[src/shared/led_ctl_defines.vh]
// Constants for the pulse-count LED driver control block
// Behaviour
// RULE1: Pump starts and stays in 1x when regulating
// RULE2: Unregulated 1x steps to 1.33x after delay
// RULE3: Unregulated 1.33x steps to 1.5x after delay
// RULE4: Unregulated 1.5x steps to 2x
// RULE5: Sufficient supply returns pump straight to 1x
// RULE6: First high from shutdown enables, currents zero
// RULE7: Line low over 1.5 ms means shutdown
// RULE8: Undervoltage disables channels and clears registers
// RULE9: Sinks high impedance while shut down
// RULE10: Five four-bit registers and one bit
// RULE11: Address falling edges one to six select register
// RULE12: Host pulse halves between 200 ns and 100 us
// RULE13: Pulses under 200 ns are ignored
// RULE14: Host waits 500-1000 us before data
// RULE15: No data within 1000 us discards phase
// RULE16: Addressing a register clears it to zero
// RULE17: Host waits 1.5 ms after data
// RULE18: Back to address wait within 2 ms
// RULE19: Power-up waits for address, 10 us setup
// RULE20: Host late at power-up waits 2 ms
// RULE21: Shutdown drops sinks about 1 ms later
// RULE22: Register one holds range and bank enables
// RULE23: Four-bit value is sixteen minus pulse count
// RULE24: One pulse sets lock, zero or two clear
// RULE25: Lock bit blocks automatic return to 1x
// RULE26: Addressing register six resets pump to 1x
// RULE27: Commit data after idle high, then re-arm
`ifndef LED_CTL_DEFINES_VH
`define LED_CTL_DEFINES_VH

`define CLK_NS 20
`define GLITCH_NS 200
`define GLITCH_CYC 8'h0A
`define QUAL_US 400
`define QUAL_CYC 17'h0_4E20
`define OFF_US 1500
`define OFF_CYC 17'h1_24F8
`define DATA_TMO_US 1000
`define DATA_TMO_CYC 17'h0_C350
`define IDLE_US 200
`define IDLE_CYC 17'h0_2710
`define PWRDN_US 1000
`define PWRDN_CYC 17'h0_C350
`define TIME_W 17

`define ADDR_FIRST 5'h01
`define ADDR_LAST_LEVEL 5'h05
`define ADDR_LOCK 5'h06
`define RANGE_BIT 3
`define BANK_A_BIT 2
`define BANK_B_BIT 1
`define BANK_C_BIT 0
`define LEVEL_RESET 4'h0
`define LOCK_RESET 1'b0

`define PUMP_1X 2'h0
`define PUMP_1P33X 2'h1
`define PUMP_1P5X 2'h2
`define PUMP_2X 2'h3

`endif
[src/rtl/led_prog_ctrl.v]
// Program-line decoder, register file and power control of the LED driver
`include "led_ctl_defines.vh"
module led_prog_ctrl #(
	parameter [16:0] OFF_CYC = `OFF_CYC,
	parameter [16:0] DATA_TMO_CYC = `DATA_TMO_CYC,
	parameter [16:0] IDLE_CYC = `IDLE_CYC,
	parameter [16:0] PWRDN_CYC = `PWRDN_CYC,
	parameter [16:0] QUAL_CYC = `QUAL_CYC,
	parameter [7:0] GLITCH_CYC = `GLITCH_CYC
) (
	input wire sys_clk,
	input wire rst_n,
	input wire prog_line,
	input wire undervoltage,
	input wire regulation_low,
	input wire unity_sufficient,
	output reg device_enabled_ff,
	output wire current_range_select,
	output wire bank_a_on,
	output wire bank_b_on,
	output wire bank_c_on,
	output wire [3:0] global_current_level,
	output wire [3:0] bank_a_current_level,
	output wire [3:0] bank_b_current_level,
	output wire [3:0] bank_c_current_level,
	output wire unity_return_lock_bit,
	output wire [1:0] pump_mode,
	output reg [5:0] led_sink_outputs_oe_n_ff
);
	localparam [2:0] ST_OFF = 3'h0;
	localparam [2:0] ST_ADDR_WAIT = 3'h1;
	localparam [2:0] ST_ADDR_CNT = 3'h2;
	localparam [2:0] ST_DATA_WAIT = 3'h3;
	localparam [2:0] ST_DATA_CNT = 3'h4;

	// Pulse count to four-bit value: sixteen minus N, modulo sixteen
	function [3:0] pulse_to_level;
		input [4:0] pulses;
		reg [4:0] neg;
		begin
			neg = 5'h00 - pulses;
			pulse_to_level = neg[3:0]; // RULE23
		end
	endfunction

	// True when the pulse count names one of the six registers
	function addr_valid;
		input [4:0] pulses;
		begin
			addr_valid = (pulses >= `ADDR_FIRST) && (pulses <= `ADDR_LOCK);
		end
	endfunction

	// Falling-edge count, held at its ceiling so it never wraps
	function [4:0] count_fall;
		input [4:0] pulses;
		begin
			if (pulses == 5'h1F) begin
				count_fall = pulses;
			end else begin
				count_fall = pulses + 5'h01;
			end
		end
	endfunction

	wire line;
	reg line_q_ff;
	reg [2:0] state_ff;
	reg [2:0] nxt_state;
	reg [4:0] pulse_cnt_ff;
	reg [4:0] nxt_pulse_cnt;
	reg [4:0] addr_ff;
	reg [4:0] nxt_addr;
	reg [16:0] since_edge_ff;
	reg [16:0] low_cnt_ff;
	reg [16:0] pwrdn_cnt_ff;
	reg uv_q_ff;
	reg uv_ff;
	reg [3:0] level_ff [0:4];
	reg lock_ff;
	reg sel_clear;
	reg commit;
	reg pump_reset;
	reg pwrdn_active_ff;

	wire fall = line_q_ff && !line;
	wire rise = !line_q_ff && line;
	wire any_edge = fall || rise;
	wire off_seen = !line && (low_cnt_ff == OFF_CYC - 17'h0_0001);
	wire idle_seen = line && (since_edge_ff == IDLE_CYC - 17'h0_0001);
	// Data timeout runs from the last address edge
	wire tmo_seen = since_edge_ff >= DATA_TMO_CYC - 17'h0_0001;
	// Shutdown only from a running state; the power-up low is not one
	wire shut_now = off_seen && state_ff != ST_OFF;
	wire clear_all = uv_ff || shut_now;
	wire [3:0] data_level = pulse_to_level(pulse_cnt_ff);
	// Lock takes one only for exactly one data pulse
	wire lock_value = pulse_cnt_ff == 5'h01;
	// Sinks release a fixed time after shutdown is seen
	wire pwrdn_done = pwrdn_active_ff && (pwrdn_cnt_ff == PWRDN_CYC - 17'h0_0001);
	// Leaving the off state waits for a power-down in flight
	wire wake = (state_ff == ST_OFF) && line && !pwrdn_active_ff;
	wire [5:0] clear_hit;
	wire [5:0] commit_hit;

	pulse_width_filter #(
		.MIN_CYC(GLITCH_CYC)
	) u_filter (
		.sys_clk(sys_clk),
		.rst_n(rst_n),
		.line_raw(prog_line),
		.line_clean_ff(line)
	);

	pump_mode_sequencer #(
		.QUAL_CYC(QUAL_CYC)
	) u_pump (
		.sys_clk(sys_clk),
		.rst_n(rst_n),
		.pump_run(device_enabled_ff),
		.force_unity(pump_reset),
		.regulation_low(regulation_low),
		.unity_sufficient(unity_sufficient),
		.return_lock(lock_ff),
		.pump_mode_ff(pump_mode)
	);

	// Undervoltage flag is a level from another domain
	always @(posedge sys_clk or negedge rst_n) begin
		if (!rst_n) begin
			uv_q_ff <= 1'b0;
			uv_ff <= 1'b0;
		end else begin
			uv_q_ff <= undervoltage;
			uv_ff <= uv_q_ff;
		end
	end

	// Previous filtered level for edge detection
	always @(posedge sys_clk or negedge rst_n) begin
		if (!rst_n) begin
			line_q_ff <= 1'b0;
		end else begin
			line_q_ff <= line;
		end
	end

	// Cycles since the last edge, saturating
	always @(posedge sys_clk or negedge rst_n) begin
		if (!rst_n) begin
			since_edge_ff <= 17'h0_0000;
		end else if (any_edge) begin
			since_edge_ff <= 17'h0_0000;
		end else if (since_edge_ff != 17'h1_FFFF) begin
			since_edge_ff <= since_edge_ff + 17'h0_0001;
		end
	end

	// Length of the current low level, saturating at the shutdown limit
	always @(posedge sys_clk or negedge rst_n) begin
		if (!rst_n) begin
			low_cnt_ff <= 17'h0_0000;
		end else if (line) begin
			low_cnt_ff <= 17'h0_0000;
		end else if (low_cnt_ff != OFF_CYC - 17'h0_0001) begin
			low_cnt_ff <= low_cnt_ff + 17'h0_0001; // RULE7
		end
	end

	// Protocol state machine
	always @* begin
		nxt_state = state_ff;
		nxt_pulse_cnt = pulse_cnt_ff;
		nxt_addr = addr_ff;
		sel_clear = 1'b0;
		commit = 1'b0;
		pump_reset = 1'b0;
		case (state_ff)
			ST_OFF: begin
				nxt_pulse_cnt = 5'h00;
				if (wake) begin
					nxt_state = ST_ADDR_WAIT; // RULE6
				end
			end
			ST_ADDR_WAIT: begin
				nxt_pulse_cnt = 5'h00;
				if (fall) begin
					nxt_pulse_cnt = 5'h01; // RULE11
					nxt_state = ST_ADDR_CNT;
				end
			end
			ST_ADDR_CNT: begin
				if (fall) begin
					nxt_pulse_cnt = count_fall(pulse_cnt_ff); // RULE11
				end
				// Idle high closes the address phase
				if (idle_seen) begin
					nxt_pulse_cnt = 5'h00;
					if (addr_valid(pulse_cnt_ff)) begin
						nxt_addr = pulse_cnt_ff; // RULE11
						sel_clear = 1'b1; // RULE16
						pump_reset = pulse_cnt_ff == `ADDR_LOCK; // RULE26
						nxt_state = ST_DATA_WAIT;
					end else begin
						nxt_state = ST_ADDR_WAIT;
					end
				end
			end
			ST_DATA_WAIT: begin
				if (fall) begin
					nxt_pulse_cnt = 5'h01;
					nxt_state = ST_DATA_CNT;
				end else if (tmo_seen) begin
					nxt_state = ST_ADDR_WAIT; // RULE15
				end
			end
			ST_DATA_CNT: begin
				if (fall) begin
					nxt_pulse_cnt = count_fall(pulse_cnt_ff);
				end
				// Idle high commits the counted value
				if (idle_seen) begin
					commit = 1'b1; // RULE27
					nxt_pulse_cnt = 5'h00;
					nxt_state = ST_ADDR_WAIT; // RULE18
				end
			end
			default: begin
				nxt_pulse_cnt = 5'h00;
				nxt_state = ST_OFF;
			end
		endcase
		// Shutdown and undervoltage override any transfer in progress
		if (clear_all) begin
			nxt_state = ST_OFF; // RULE7
			nxt_pulse_cnt = 5'h00;
			sel_clear = 1'b0;
			commit = 1'b0;
		end
	end

	// Reset state waits for the line to rise, then looks for an address
	always @(posedge sys_clk or negedge rst_n) begin
		if (!rst_n) begin
			state_ff <= ST_OFF; // RULE19
			pulse_cnt_ff <= 5'h00;
			addr_ff <= 5'h00;
		end else begin
			state_ff <= nxt_state;
			pulse_cnt_ff <= nxt_pulse_cnt;
			addr_ff <= nxt_addr;
		end
	end

	// One-hot strobes for the register being cleared or written
	genvar gi;
	generate
		for (gi = 0; gi < 6; gi = gi + 1) begin : g_hit
			assign clear_hit[gi] = sel_clear && nxt_addr == gi + 1; // RULE16
			assign commit_hit[gi] = commit && addr_ff == gi + 1; // RULE27
		end
	endgenerate

	// Four-bit registers: range and enables, global, bank A, B, C levels
	generate
		for (gi = 0; gi < 5; gi = gi + 1) begin : g_level
			always @(posedge sys_clk or negedge rst_n) begin
				if (!rst_n) begin
					level_ff[gi] <= `LEVEL_RESET;
				end else if (clear_all) begin
					level_ff[gi] <= `LEVEL_RESET; // RULE8
				end else if (clear_hit[gi]) begin
					level_ff[gi] <= `LEVEL_RESET; // RULE16
				end else if (commit_hit[gi]) begin
					level_ff[gi] <= data_level; // RULE10
				end
			end
		end
	endgenerate

	// Single-bit return lock register
	always @(posedge sys_clk or negedge rst_n) begin
		if (!rst_n) begin
			lock_ff <= `LOCK_RESET;
		end else if (clear_all) begin
			lock_ff <= `LOCK_RESET; // RULE21
		end else if (clear_hit[5]) begin
			lock_ff <= `LOCK_RESET; // RULE16
		end else if (commit_hit[5]) begin
			lock_ff <= lock_value; // RULE24
		end
	end

	// Power-down delay after shutdown is recognised
	always @(posedge sys_clk or negedge rst_n) begin
		if (!rst_n) begin
			pwrdn_active_ff <= 1'b0;
			pwrdn_cnt_ff <= 17'h0_0000;
		end else if (uv_ff) begin
			pwrdn_active_ff <= 1'b0;
			pwrdn_cnt_ff <= 17'h0_0000;
		end else if (shut_now) begin
			pwrdn_active_ff <= 1'b1; // RULE21
			pwrdn_cnt_ff <= 17'h0_0000;
		end else if (pwrdn_done) begin
			pwrdn_active_ff <= 1'b0;
		end else if (pwrdn_active_ff) begin
			pwrdn_cnt_ff <= pwrdn_cnt_ff + 17'h0_0001;
		end
	end

	// Enable follows the line; drops on undervoltage or after power-down
	always @(posedge sys_clk or negedge rst_n) begin
		if (!rst_n) begin
			device_enabled_ff <= 1'b0;
		end else if (uv_ff || pwrdn_done) begin
			device_enabled_ff <= 1'b0; // RULE8 RULE21
		end else if (wake) begin
			device_enabled_ff <= 1'b1; // RULE6
		end
	end

	// Sinks drive only while enabled, high impedance otherwise
	always @(posedge sys_clk or negedge rst_n) begin
		if (!rst_n) begin
			led_sink_outputs_oe_n_ff <= 6'h3F;
		end else begin
			led_sink_outputs_oe_n_ff <= {6{!device_enabled_ff}}; // RULE9
		end
	end

	assign current_range_select = level_ff[0][`RANGE_BIT]; // RULE22
	assign bank_a_on = level_ff[0][`BANK_A_BIT]; // RULE22
	assign bank_b_on = level_ff[0][`BANK_B_BIT];
	assign bank_c_on = level_ff[0][`BANK_C_BIT];
	assign global_current_level = level_ff[1];
	assign bank_a_current_level = level_ff[2];
	assign bank_b_current_level = level_ff[3];
	assign bank_c_current_level = level_ff[4];
	assign unity_return_lock_bit = lock_ff;
endmodule

[src/rtl/pulse_width_filter.v]
// Rejects program-line pulses shorter than the minimum width
`include "led_ctl_defines.vh"
module pulse_width_filter #(
	parameter [7:0] MIN_CYC = `GLITCH_CYC
) (
	input wire sys_clk,
	input wire rst_n,
	input wire line_raw,
	output reg line_clean_ff
);
	reg [7:0] stable_cnt_ff;
	wire differs = line_raw != line_clean_ff;

	// Output follows only after MIN_CYC cycles of a new level
	always @(posedge sys_clk or negedge rst_n) begin
		if (!rst_n) begin
			stable_cnt_ff <= 8'h00;
			line_clean_ff <= 1'b0;
		end else if (!differs) begin
			stable_cnt_ff <= 8'h00;
		end else if (stable_cnt_ff == MIN_CYC - 8'h01) begin // RULE13
			stable_cnt_ff <= 8'h00;
			line_clean_ff <= line_raw;
		end else begin
			stable_cnt_ff <= stable_cnt_ff + 8'h01;
		end
	end
endmodule

[src/rtl/pump_mode_sequencer.v]
// Charge-pump ratio sequencer: steps up on demand, drops only to 1x
`include "led_ctl_defines.vh"
module pump_mode_sequencer #(
	parameter [16:0] QUAL_CYC = `QUAL_CYC
) (
	input wire sys_clk,
	input wire rst_n,
	input wire pump_run,
	input wire force_unity,
	input wire regulation_low,
	input wire unity_sufficient,
	input wire return_lock,
	output reg [1:0] pump_mode_ff
);
	reg [16:0] qual_cnt_ff;
	wire qual_done = qual_cnt_ff == QUAL_CYC - 17'h00001;
	wire go_unity = unity_sufficient && !return_lock; // RULE25

	always @(posedge sys_clk or negedge rst_n) begin
		if (!rst_n) begin
			pump_mode_ff <= `PUMP_1X; // RULE1
			qual_cnt_ff <= 17'h0_0000;
		end else if (!pump_run || force_unity) begin
			pump_mode_ff <= `PUMP_1X; // RULE26
			qual_cnt_ff <= 17'h0_0000;
		end else if (go_unity && pump_mode_ff != `PUMP_1X) begin
			pump_mode_ff <= `PUMP_1X; // RULE5
			qual_cnt_ff <= 17'h0_0000;
		end else if (!regulation_low || pump_mode_ff == `PUMP_2X) begin
			qual_cnt_ff <= 17'h0_0000; // RULE1
		end else if (qual_done) begin
			// RULE2 RULE3 RULE4
			pump_mode_ff <= pump_mode_ff + 2'h1;
			qual_cnt_ff <= 17'h0_0000;
		end else begin
			qual_cnt_ff <= qual_cnt_ff + 17'h0_0001;
		end
	end
endmodule

[config.mk]
export PLATFORM = sky130hd
export DESIGN_NAME = led_prog_ctrl
export DESIGN_NICKNAME = d
export VERILOG_FILES = /design/src/rtl/led_prog_ctrl.v /design/src/rtl/pulse_width_filter.v /design/src/rtl/pump_mode_sequencer.v
export VERILOG_INCLUDE_DIRS = /design/src /design/src/shared
export SDC_FILE = /design/constraint.sdc
export NUM_CORES = 1
export LEC_CHECK = 0
export ABC_AREA = 0
export CAP_MARGIN = 10
export CELL_PAD_IN_SITES_DETAIL_PLACEMENT = 1
export CELL_PAD_IN_SITES_GLOBAL_PLACEMENT = 2
export CORE_UTILIZATION = 41
export DETAILED_ROUTE_END_ITERATION = 10
export DONT_BUFFER_PORTS = 1
export GPL_TIMING_DRIVEN = 1
export PLACE_DENSITY_LB_ADDON = 0.05
export SLEW_MARGIN = 20
export SYNTH_ARGS = -nofsm -noshare
export SYNTH_HDL_FRONTEND = slang
export SYNTH_SLANG_ARGS = --single-unit
[constraint.sdc]
create_clock -name sys_clk -period 2.9 [get_ports sys_clk]
set_input_delay 0.435 -clock sys_clk [delete_from_list [all_inputs] [get_ports sys_clk]]
set_output_delay 0.435 -clock sys_clk [all_outputs]
set_load 0.02 [all_outputs]
==> impl_metrics.tcl <==
set metrics [dict create \
    dieArea_sq_um 16000 \
    synth_compound_area_frac 0.0672 \
    clk_latency_ns 0.42 \
    dp_hpwl_um 11000 \
    die_h_um 126 \
    start_util 0.419 \
    fp.coreArea_sq_um 15100 \
    synth_top_family_by_area "simple AND/OR/NAND/NOR gates" \
    first_global_vias 5193 \
    hold_ws_ns -0.291 \
    power_frac_comb 0.103 \
    start_kind "flop" \
    min_period_ns 2.73 \
    reg2reg_to "since_edge_ff[13]" \
    arrival_ns 3.04 \
    power_frac_seq 0.419 \
    firstDrtPassIters 4 \
    synth_fp_nets 670 \
    yosysWarnings 0 \
    route.antenna.remaining_nets 0 \
    worst_pin_slew_ns 0.890 \
    synth_fa_ha_area_frac 0.0296 \
    ir_drop_mv 0.465 \
    drive_above_1_share 0.103 \
    switching_share 0.252 \
    ys.flop_type "dfrtp_1" \
    rr_startpoint "since_edge_ff[0]" \
    rows 45 \
    routabilityCongestion 0.788 \
    synth_edf_count 0 \
    tritoncts "yes" \
    synth-simple-area-share 0.278 \
    rsz0062_at_grt "no" \
    synthArstFlopShare 1.00 \
    period_share 0.942 \
    cts.path.max_buffers 2 \
    grt_antenna_before_repair 0 \
    wl_per_cell_um 18.2 \
    fillers 1718 \
    path_clk_slew_ns 0.05 \
    grt_pass1_wl_um 27000 \
    hold_class "in2async" \
    grtUsageTotal 0.216 \
    power_density_nw_per_um2 619 \
    fmax_mhz 366 \
    p_int_mw 3.33 \
    switchingPower_mw 1.12 \
    cts_root_buffer "clkbuf_16" \
    final_cell_mix "dfrtp_1 (118), nor2_1 (90), xor2_1 (41), nand2_1 (39), nand3_1 (38)" \
    final_cells 859 \
    synthMuxAreaShare 0.0382 \
    syn_area_per_cell_sq_um 9.78 \
    synthCells 649 \
    drc 0 \
    clock-sinks 119 \
    finalHoldViolations 119 \
    slew_headroom 0.401 \
    drv_cap 0 \
    die_w_um 126 \
    grt_overflow_total 0 \
    synth_xor_area_frac 0.0869 \
    dp.cells 827 \
    yosysUniqueCellTypes 64 \
    outcome "finished with violations" \
    cp_max_fo 9 \
    syn_area_sq_um 6350 \
    rrSetupSlack_ns 0.17 \
    final_nets 679 \
    crit_path_end_kind "flop" \
    worstSetupPathType "reg2reg" \
    required_ns 3.21 \
    violations "hold timing" \
    antennaDiodeCount 0 \
    ys_ff_latch 119 \
    synthToLayoutAreaGrowth_pct 13.1 \
    leakagePower_nw 3.01 \
    final_common_cell "dfrtp_1" \
    drtIter0Drc 211 \
    r2r_cells 10 \
    cts_buffers 17 \
    ys_seq_area_frac 0.469 \
    cts_max_level 4 \
    vias_per_cell 5.59 \
    via_count 4806 \
    totalWireLength_um 15700 \
    fin_worst_skew_ns 0.00972 \
    grt_max_degree 120 \
    port_buffers 0 \
    finalSetupViolations 0 \
    num_io_pins 36 \
    slew_viol_final 0 \
    fin_tns_setup_ns 0 \
    clockPowerShare 0.478 \
]
[sequential cells by signal (all words and copies together) (netlist names), 5 cells and up]
name and count:
addr_ff 5, low_cnt_ff 17, pulse_cnt_ff 5, pwrdn_cnt_ff 17, since_edge_ff 17, u_filter.stable_cnt_ff 8, u_pump.qual_cnt_ff 17
[cells in the mapped netlist (all sizes together), types with 4 or more instances]
library cell / n / area (sq um)
a21oi: 27 / 135
and2: 18 / 113
and3: 9 / 56.3
buf: 15 / 88.8
clkbuf: 12 / 45.0
dfrtp: 118 / 2950
ha: 15 / 188
inv: 16 / 60.1
mux2i: 22 / 220
nand2: 39 / 146
nand2b: 4 / 25.0
nand3: 39 / 208
nand4: 22 / 138
nor2: 90 / 338
nor2b: 5 / 31.3
nor3: 19 / 95.1
nor4: 17 / 173
nor4b: 7 / 73.8
o21ai: 19 / 95.1
o31ai: 4 / 35.0
or2: 5 / 31.3
or3: 15 / 93.8
or4: 7 / 61.3
xnor2: 22 / 193
xor2: 41 / 359
[through the flow]
step            util  worst slack (ns)  power, mW  area (sq um)
2_1_floorplan      -             0.420       2.20          6350
3_3_place_gp   0.434             0.311       2.34          6580
3_5_place_dp   0.434            0.0880       2.35          6580
4_1_cts        0.474            0.0736       4.52          7180
5_1_grt        0.474            0.0430       4.65          7180
6_report       0.474             0.168       4.45          7180
[worst max path at each step]
stage	startpoint	to
final	since_edge_ff[0]	since_edge_ff[13]
after CTS	since_edge_ff[0]	since_edge_ff[13]
after global routing	since_edge_ff[0]	since_edge_ff[11]
after global placement	since_edge_ff[0]	since_edge_ff[15]
after floorplan	since_edge_ff[0]	since_edge_ff[15]
after detailed placement	since_edge_ff[0]	since_edge_ff[15]
[kinds of logic (layout without fill, tap and decap cells)]
| group | after synthesis | after routing |
|---|---|---|
| AO/OA/AOI/OAI | 70 | 70 |
| XOR/XNOR | 63 | 63 |
| buffers and inverters | 44 | 66 |
| flip-flops | 119 | 119 |
| multiplexers | 24 | 24 |
| adder cells (fa/ha/maj) | 15 | 15 |
| AND/OR/NAND/NOR | 314 | 314 |
[power by group through the flow]
stage,registers [mW],logic (mW),clock network (mW)
global route,1.88,0.521,2.25
CTS,1.86,0.465,2.19
floorplan,1.83,0.370,0
detailed placement,1.89,0.462,0
global placement,1.88,0.453,0
finish,1.86,0.458,2.13
[routing by layer]
layer | wire [um] | global-route usage | vias up
li1 | - | - | 2306
met1 | 7240 | 0.271 | 2425
met2 | 7840 | 0.368 | 62
met3 | 411 | 0.0502 | 13
met4 | 191 | 0.0737 | 0
met5 | 0 | 0 | -
[critical path: stages, from the launching register on]
cell and delay [ns]:
dfrtp_1 0.40, ha_1 0.24, nand2_1 0.12, or4_1 0.50, nor2_1 0.16, ha_2 0.32, nand2_1 0.14, nand4_1 0.30
nor4_1 0.11, xor2_1 0.15, and2_1 0.17
[area by class of cell]
| type | count | area (sq um) | area share |
|---|---|---|---|
| Clock buffer | 24 | 482 | 0.0671 |
| Clock inverter | 8 | 120 | 0.0167 |
| Inverter | 17 | 63.8 | 0.00889 |
| Multi-Input combinational cell | 486 | 3170 | 0.442 |
| Sequential cell | 119 | 2980 | 0.415 |
| Tap cell | 188 | 235 | 0.0328 |
| Timing Repair Buffer | 17 | 128 | 0.0178 |
[what timing repair did]
| item | 4_1_cts | 5_1_grt |
|---|---|---|
| setup endpoints to repair | 0 | 6 |
| hold endpoints to repair | 119 | 119 |
| resized for setup | 0 | 1 |
| buffers inserted | 0 | 0 |
Power figures use the tool's default switching activity.
